File: config.mk
export PLATFORM = sky130hd
export DESIGN_NAME = ana_adv_reg
export DESIGN_NICKNAME = d
export VERILOG_FILES = /design/src/hdl/ana_adv_reg_end.sv /design/src/hdl/ana_pkg.sv /design/src/hdl/ana_adv_if.sv /design/src/hdl/ana_adv_reg.sv /design/src/hdl/ana_page_latch.sv
export VERILOG_INCLUDE_DIRS = /design/src /design/src/hdl
export SDC_FILE = /design/constraint.sdc
export NUM_CORES = 1
export LEC_CHECK = 0
export BUFFER_PORTS_ARGS = -buffer_cell sky130_fd_sc_hd__buf_2
export CAP_MARGIN = 20
export CORE_MARGIN = 4
export CORE_UTILIZATION = 41
export CTS_CLUSTER_DIAMETER = 50
export DETAILED_ROUTE_END_ITERATION = 7
export GPL_ROUTABILITY_DRIVEN = 0
export PLACE_DENSITY = 0.81
export SLEW_MARGIN = 15
export SYNTH_ARGS = -nofsm -noshare
export SYNTH_HDL_FRONTEND = slang
export SYNTH_SLANG_ARGS = --single-unit
File: constraint.sdc
create_clock -name CORE_CLK -period 1.1 [get_ports CORE_CLK]
set_input_delay 0.22 -clock CORE_CLK [delete_from_list [all_inputs] [get_ports CORE_CLK]]
set_output_delay 0.22 -clock CORE_CLK [all_outputs]
set_load 0.01 [all_outputs]
File: src/hdl/ana_consts.svh
// constants for the auto-negotiation advertisement register
//
// How it works
// - abilities held writable in bits 8:5
// - new contents used only after negotiation restart
// - reset value reads 0x01e1
// - selector bits 4:0 fixed 0x01, writes ignored
// - five-bit selector, only one value advertised
// - bit 13 writable remote fault, reset 0
`ifndef ANA_CONSTS_SVH
`define ANA_CONSTS_SVH

// ********************************************************************
// register map
// ********************************************************************
`define ANA_ADDR_W 5
`define ANA_ADV_OFFSET 5'h04
`define ANA_DATA_W 16

// ********************************************************************
// field positions and values
// ********************************************************************
`define ANA_NEXT_PAGE_BIT 15
`define ANA_REMOTE_FAULT_BIT 13
`define ANA_ABIL_MSB 8
`define ANA_ABIL_LSB 5
`define ANA_SEL_MSB 4
`define ANA_SEL_LSB 0
`define ANA_SEL_IEEE8023 5'h01
`define ANA_ABIL_RESET 4'hf
`define ANA_RF_RESET 1'b0
`define ANA_NP_VALUE 1'b0
`define ANA_ADV_RESET 16'h01e1
`define ANA_ADV_WMASK 16'h21e0

`endif

File: src/hdl/ana_adv_reg_end.sv
// end marker file intentionally holds only a timescale-free comment

File: src/hdl/ana_pkg.sv
// types for the auto-negotiation advertisement register
package ana_pkg;

  typedef struct packed {
    logic next_page_capable;
    logic rsvd14;
    logic remote_fault_advert;
    logic [3:0] rsvd12_9;
    logic ability_100tx_full;
    logic ability_100tx_half;
    logic ability_10t_full;
    logic ability_10t_half;
    logic [4:0] selector;
  } ana_adv_t;

  typedef enum logic [1:0] {
    ANA_IN_USE = 2'b00,
    ANA_PENDING = 2'b01
  } ana_state_t;

endpackage

File: src/hdl/ana_adv_if.sv
// carrier between the register and the page latch
`timescale 1ns/1ps
`default_nettype none
interface ana_adv_if;
  import ana_pkg::*;
  ana_adv_t next_word;
  logic restart;
  ana_adv_t page;

  modport reg_side (output next_word, output restart, input page);
  modport latch_side (input next_word, input restart, output page);
endinterface
`default_nettype wire

File: src/hdl/ana_adv_reg.sv
// auto-negotiation advertisement register with restart-gated page
`timescale 1ns/1ps
`default_nettype none
`include "ana_consts.svh"
module ana_adv_reg
  import ana_pkg::*;
#(
  parameter int ADDR_W = `ANA_ADDR_W
)
(
  input wire logic CORE_CLK,
  input wire logic RESETN,
  input wire logic [ADDR_W-1:0] ADDR,
  input wire logic [15:0] WDATA,
  input wire logic WR,
  input wire logic RD,
  output logic [15:0] RDATA,
  input wire logic NEG_RESTART,
  output logic [15:0] ADV_PAGE,
  output logic ADV_PENDING
);

  // ********************************************************************
  // helpers
  // ********************************************************************
  function automatic logic ana_hit(input logic [ADDR_W-1:0] a);
    ana_hit = (a == ADDR_W'(`ANA_ADV_OFFSET));
  endfunction

  // builds the visible word from the writable state
  function automatic ana_adv_t ana_word(input logic rf, input logic [3:0] ab);
    ana_adv_t w;
    w = '0;
    w.next_page_capable = `ANA_NP_VALUE;
    w.remote_fault_advert = rf;
    w.ability_100tx_full = ab[3];
    w.ability_100tx_half = ab[2];
    w.ability_10t_full = ab[1];
    w.ability_10t_half = ab[0];
    w.selector = `ANA_SEL_IEEE8023;
    ana_word = w;
  endfunction

  // ********************************************************************
  // write decode
  // ********************************************************************
  localparam logic [3:0] ABIL_RESET = `ANA_ABIL_RESET;

  logic wr_hit;

  // writes to other offsets and to the read-only fields never land
  assign wr_hit = WR && ana_hit(ADDR);

  // ********************************************************************
  // remote fault advertisement
  // ********************************************************************
  logic remote_fault_advert;
  logic next_remote_fault_advert;

  always_comb begin
    next_remote_fault_advert = remote_fault_advert;
    if (wr_hit) begin
      next_remote_fault_advert = WDATA[`ANA_REMOTE_FAULT_BIT];
    end
  end

  always_ff @(posedge CORE_CLK or negedge RESETN) begin
    if (!RESETN) begin
      remote_fault_advert <= `ANA_RF_RESET;
    end else begin
      remote_fault_advert <= next_remote_fault_advert;
    end
  end

  // ********************************************************************
  // ability: 100tx full duplex
  // ********************************************************************
  logic ability_100tx_full;
  logic next_ability_100tx_full;

  always_comb begin
    next_ability_100tx_full = ability_100tx_full;
    if (wr_hit) begin
      next_ability_100tx_full = WDATA[`ANA_ABIL_LSB + 3];
    end
  end

  always_ff @(posedge CORE_CLK or negedge RESETN) begin
    if (!RESETN) begin
      ability_100tx_full <= ABIL_RESET[3];
    end else begin
      ability_100tx_full <= next_ability_100tx_full;
    end
  end

  // ********************************************************************
  // ability: 100tx half duplex
  // ********************************************************************
  logic ability_100tx_half;
  logic next_ability_100tx_half;

  always_comb begin
    next_ability_100tx_half = ability_100tx_half;
    if (wr_hit) begin
      next_ability_100tx_half = WDATA[`ANA_ABIL_LSB + 2];
    end
  end

  always_ff @(posedge CORE_CLK or negedge RESETN) begin
    if (!RESETN) begin
      ability_100tx_half <= ABIL_RESET[2];
    end else begin
      ability_100tx_half <= next_ability_100tx_half;
    end
  end

  // ********************************************************************
  // ability: 10t full duplex
  // ********************************************************************
  logic ability_10t_full;
  logic next_ability_10t_full;

  always_comb begin
    next_ability_10t_full = ability_10t_full;
    if (wr_hit) begin
      next_ability_10t_full = WDATA[`ANA_ABIL_LSB + 1];
    end
  end

  always_ff @(posedge CORE_CLK or negedge RESETN) begin
    if (!RESETN) begin
      ability_10t_full <= ABIL_RESET[1];
    end else begin
      ability_10t_full <= next_ability_10t_full;
    end
  end

  // ********************************************************************
  // ability: 10t half duplex
  // ********************************************************************
  logic ability_10t_half;
  logic next_ability_10t_half;

  always_comb begin
    next_ability_10t_half = ability_10t_half;
    if (wr_hit) begin
      next_ability_10t_half = WDATA[`ANA_ABIL_LSB];
    end
  end

  always_ff @(posedge CORE_CLK or negedge RESETN) begin
    if (!RESETN) begin
      ability_10t_half <= ABIL_RESET[0];
    end else begin
      ability_10t_half <= next_ability_10t_half;
    end
  end

  // ********************************************************************
  // read port
  // ********************************************************************
  logic [3:0] abilities;
  logic [3:0] next_abilities;
  ana_adv_t cur_word;
  logic [15:0] next_rdata;

  // ability order on the page, highest bit first
  assign abilities = {ability_100tx_full, ability_100tx_half, ability_10t_full, ability_10t_half};
  assign next_abilities = {next_ability_100tx_full, next_ability_100tx_half,
    next_ability_10t_full, next_ability_10t_half};
  assign cur_word = ana_word(remote_fault_advert, abilities);

  always_comb begin
    next_rdata = 16'h0000;
    if (RD && ana_hit(ADDR)) begin
      next_rdata = cur_word;
    end
  end

  always_ff @(posedge CORE_CLK or negedge RESETN) begin
    if (!RESETN) begin
      RDATA <= 16'h0000;
    end else begin
      RDATA <= next_rdata;
    end
  end

  // ********************************************************************
  // pending tracker: contents written but not yet on the line
  // ********************************************************************
  ana_state_t state;
  ana_state_t next_state;
  logic next_adv_pending;

  always_comb begin
    next_state = state;
    unique case (state)
      ANA_IN_USE: begin
        if (wr_hit && !NEG_RESTART) begin
          next_state = ANA_PENDING;
        end
      end
      ANA_PENDING: begin
        if (NEG_RESTART) begin
          next_state = ANA_IN_USE;
        end
      end
      default: begin
        next_state = ANA_IN_USE;
      end
    endcase
    next_adv_pending = (next_state == ANA_PENDING);
  end

  always_ff @(posedge CORE_CLK or negedge RESETN) begin
    if (!RESETN) begin
      state <= ANA_IN_USE;
      ADV_PENDING <= 1'b0;
    end else begin
      state <= next_state;
      ADV_PENDING <= next_adv_pending;
    end
  end

  // ********************************************************************
  // page latch
  // ********************************************************************
  ana_adv_if adv ();

  assign adv.next_word = ana_word(next_remote_fault_advert, next_abilities);
  assign adv.restart = NEG_RESTART;
  assign ADV_PAGE = adv.page;

  ana_page_latch u_latch (
    .clk(CORE_CLK),
    .rst_n(RESETN),
    .adv(adv.latch_side)
  );

endmodule
`default_nettype wire

File: src/hdl/ana_page_latch.sv
// page in use on the line, taken from the register at restart
`timescale 1ns/1ps
`default_nettype none
`include "ana_consts.svh"
module ana_page_latch
  import ana_pkg::*;
(
  input wire logic clk,
  input wire logic rst_n,
  ana_adv_if.latch_side adv
);

  ana_adv_t page;
  ana_adv_t next_page;

  // ********************************************************************
  // capture at restart only
  // ********************************************************************
  always_comb begin
    next_page = page;
    if (adv.restart) begin
      next_page = adv.next_word;
    end
  end

  always_ff @(posedge clk or negedge rst_n) begin
    if (!rst_n) begin
      page <= `ANA_ADV_RESET;
    end else begin
      page <= next_page;
    end
  end

  assign adv.page = page;

endmodule
`default_nettype wire

# ---- Word level (Yosys, flattened, before mapping)
# Cells that the tools add are included.
dict set report classes {
  reduce_logical 5
  n_mux 9
  n_eq_ne 3
}
# cell count
set op_table {}
lappend op_table {{two-way mux 14 bit} 1}
lappend op_table {{== test 5 x 3 -> 1 bit, second input constant} 1}
lappend op_table {{two-way mux 1 bit} 5}
lappend op_table {{== test 2 x 1 -> 1 bit, second input constant} 2}
lappend op_table {{two-way mux 2 bit} 2}
lappend op_table {{case mux 2 bit (2 select lines)} 1}
lappend op_table {{logical AND 1 bit} 3}
lappend op_table {{logical NOT 2 bit} 1}
lappend op_table {{logical NOT 1 bit} 1}
dict set report totals {
  inputBits 26
  wordCells 30
  output_inout_bits 33
  ff_bits 29
}

# ---- Depth between registers and ports, before layout
dict set report logic_depth {
  word_depth 6
  ltp_mapped 4
  depth_no_buf 3
}

# ---- Hierarchy
# Synthesis repeated with hierarchy kept, for this count alone.
dict set report hier_totals {
  cells_unflattened 77
  hier_area_um2 1256.2
}
# module instances seq_area_each_um2 area_per_inst_um2 cells_per_inst
set modules_own_cells {}
lappend modules_own_cells {ana_page_latch 1 406.6 655.6 34}
lappend modules_own_cells {ana_adv_reg 1 355.3 600.6 43}

# ---- Worst setup path before layout
# OpenSTA, ideal clock, no wires.
dict set report synth_path {
  path_kind {input port to flip-flop}
  from {in ADDR[3]}
  to {reg RDATA[13]}
  path_slack_ns -0.133
  setup_time_ns 0.066
  arrival_time_ns 1.167
  path_stages 3
  path_buffers 0
  t_required_ns 1.034
  cell_sequence {or4b_4 nor3b_4 and2_1}
}
dict set report synth_between {
  elab_chain_cells 3
}
# element line_no
set synth_lines {}
lappend synth_lines {{start: declaration} ana_adv_reg.sv:13} ;# input wire logic [ADDR_W-1:0] ADDR,
lappend synth_lines {{== test 5 x 3 -> 1 bit} ana_adv_reg.sv:27} ;# ana_hit = (a == ADDR_W'(`ANA_ADV_OFFSET));
lappend synth_lines {{logical AND 1 bit} ana_adv_reg.sv:175} ;# if (RD && ana_hit(ADDR)) begin
lappend synth_lines {{two-way mux 14 bit} ana_adv_reg.sv:175}
lappend synth_lines {{via next_rdata[13]} ana_adv_reg.sv:165} ;# logic [15:0] next_rdata;
lappend synth_lines {{end signal: assignment} ana_adv_reg.sv:184} ;# RDATA <= next_rdata;
lappend synth_lines {{end: declaration} ana_adv_reg.sv:17} ;# output logic [15:0] RDATA,
# The timed path passes the listed nets, and every way through them passes these cells.
# A chain may end at the register's enable or synchronous reset.

# ---- Final worst setup path
dict set report layout_path {
  from {reg u_latch.adv.page[6] (netlist name)}
  to {out ADV_PAGE[6]}
}
# element line_no
set layout_lines {}
lappend layout_lines {{end: declaration} ana_adv_reg.sv:19} ;# output logic [15:0] ADV_PAGE,
# No word-level cell between the ends.

==> metrics.md <==
| Metric | Value |
|---|---|
| Pre-CTS worst setup slack | -321 ps |
| Final Max Tran Viols | 0 |
| Die area | 3060 um^2 |
| Fin crit share | 107% |
| CTS max path bufs | 2 |
| Skew-Pair Late Insertion Delay | 300 ps |
| Failing checks | negative setup slack |
| Share of layout cells above drive strength 1 | 42.1% |
| RSZ-0062 raised after global routing | true |
| Clock skew | 3.07 ps |
| Most frequent cells in the layout | conb_1, buf_2, dfrtp_1 |
| Reg-to-reg critical path startpoint | remote_fault_advert |
| Critical Path Source Type | flop |
| Cts bufs inserted | 3 |
| Synthesized area | 917 um^2 |
| Worst hold slack | 143 ps |
| Static Leakage | 0.595 nW |
| DRT iter0 DRCs | 12 |
| IR drop worst, VDD | 496 uV |
| PnR Total Power | 1.46 mW |
| Synth-to-layout area growth | 23.6% |
| Via count | 667 |
| CTS tree | built |
| Avg Vias per Cell | 4.51 |
| Setup violators final | 4 |
| CTS root buf | clkbuf_4 |
| Cell family with most CP delay | flip-flops |
| Chip height | 55.3 um |
| Worst Path Required | 880 ps |
| FILL cells | 188 |
| Gr usage total | 12.0% |
| Setup_tns | -295 ps |
| CP arrival | 960 ps |
| Die width | 55.3 um |
| F_max | 0.847 GHz |
| Crit path capture type | output pin |
| Critical R2R Capture | u_latch.adv.page[13] |
| Post-route ant nets | 0 |
| Finished Layout Cells | 148 |
| Pin count of the biggest net entering global routing | 20 |
| Row Count | 16 |
| Post-DP HPWL | 1390 um |
| Critical path endpoint | ADV_PAGE[6] |
| CTS H-Tree Depth | 1 |
| Power per cell area | 1290 nW/um^2 |
| GRT overflow | 0 |
| # IOs | 59 |
| CP peak stage delay | 560 ps |
| YS warnings | 0 |
| Commonest non-fill, non-tap cell in the layout | conb_1 |
| Register area share after synthesis | 52.9% |
| Crit path max fanout | 2 |
| First-pass GRT wire length | 2860 um |
| Class of the worst hold path | in2reg |
| Hold path cells | 3 |
| Crit path cell chain | buf_6 |
| Final worst slack | -80.7 ps |
| Flops & latches, synth | 19 |
| Initial antenna violation count | 0 |
| R2R depth | 2 |
| Worst path bufs/invs | 1 |
| Worst hold start | WDATA[7] |
| Initial Util | 44.9% |
| Hold violation count in the final report | 0 |
| CP Launch Point | u_latch.adv.page[6] |
| Vias in the first global route | 645 |
| # clock sinks | 19 |
| Max Cap Viol | 0 |
| Post-layout minimum cycle time | 1180 ps |
| Placed instance count | 142 |
| Outcome | finished with violations |
| N_diodes | 0 |
| Core ar. | 2040 um^2 |
| NumNets Final | 148 |
| Critical path's slowest cell | dfstp_2 |
| R2R setup slack | 110 ps |
| WP depth | 1 |
| Worst setup path category | reg2out |
| Reg clk slew, reported paths | 100 ps |
| Post-synthesis cell count | 84 |
| Synth cell types | 21 |
| WL per Instance | 11.9 um |
| Detailed Route WL | 1750 um |
| Syn avg cell area | 10.9 um^2 |
| Residual DRC | 0 |
| PortBufs | 26 |
| 1st-pass router iterations | 4 |
routing by layer:
| layer | up-vias | wire length (um) | track usage [%] |
|---|---|---|---|
| met2 | 47 | 846 | 19.8 |
| met3 | 5 | 222 | 3.26 |
| met1 | 302 | 644 | 13.7 |
| met4 | 0 | 41 | 7.29 |
| met5 | - | 0 | 0 |
| li1 | 313 | - | - |
cell type report:
class	count	area, um^2	area share, %
repair buffers	35	231	20.4
clock buffers	4	26.3	2.32
multi-input cells	61	349	30.8
well taps	27	33.8	2.98
inverters	2	7.51	0.662
flip-flops and latches	19	485	42.8
registers in the layout (all words and copies together) (netlist names):
| register | cells |
|---|---|
| ability_100tx_full | 1 |
| remote_fault_advert | 1 |
| ability_10t_full | 1 |
| RDATA | 6 |
| u_latch.adv.page | 5 |
| ADV_PENDING | 1 |
| ability_10t_half | 1 |
| ability_100tx_half | 1 |
| state | 2 |
worst min-delay path, cell delays in order:
cell and delay (ps):
buf_2 100, nand3_1 70, nand2_1 60
synth_stat cells:
cell type  count  share of area [%]
clkbuf_1       1               0.41
mux2_2         2                2.5
dfrtp_1       11                 30
a21oi_1        2                1.1
dfstp_2        8                 23
buf_4         21                 17
nor2b_1        1               0.68
nand2b_1       1               0.68
a31oi_1        3                2.0
conb_1         2               0.82
nand3_1        2                1.1
o21ai_0        4                2.2
nor4b_2        1                1.6
nor2_1         3                1.2
and2_1         7                4.8
nor3b_4        1                2.0
nor3_1         4                2.2
nand2_1        5                2.0
a221o_1        2                2.2
inv_1          2               0.82
or4b_4         1                1.5
worst min-delay path by stage:
stage,endpoint
floorplan,ADV_PENDING
detailed placement,RDATA[8]
finish,ability_100tx_half
global route,ability_100tx_half
global placement,RDATA[7]
CTS,ability_100tx_half
report_power, final:
group / internal, mW / switching (mW) / total (mW) / leakage (nW)
sequential: 0.799 / 0.0393 / 0.839 / 0.233
clock: 0.142 / 0.205 / 0.347 / 0.0150
combinational: 0.133 / 0.145 / 0.278 / 0.348
total: 1.07 / 0.390 / 1.46 / 0.595
through the flow:
step	utilization, %	instance area, um^2
after detailed placement	51.8	1060
after global placement	51.8	1060
final	55.5	1130
after global routing	55.5	1130
after CTS	55.1	1130
after floorplan	-	1000
cell families after synthesis:
kind of cell / synth area share (%)
and+or+nand+nor: 17.9
buffers and inverters: 18.4
DFF: 52.9
AOI/OAI and AO/OA: 7.50
muxes: 2.46
other: 0.819
timing repair:
| item | 4_1_cts | 5_1_grt |
|---|---|---|
| pin swaps | 1 | 2 |
| endpoints found under the setup margin | 6 | 11 |
| hold buffers | 1 | 0 |
| hold endpoints to repair | 11 | 0 |
| buffers inserted | 0 | 1 |
| resized for setup | 5 | 1 |
No activity file was read; power rests on OpenSTA's default activity.
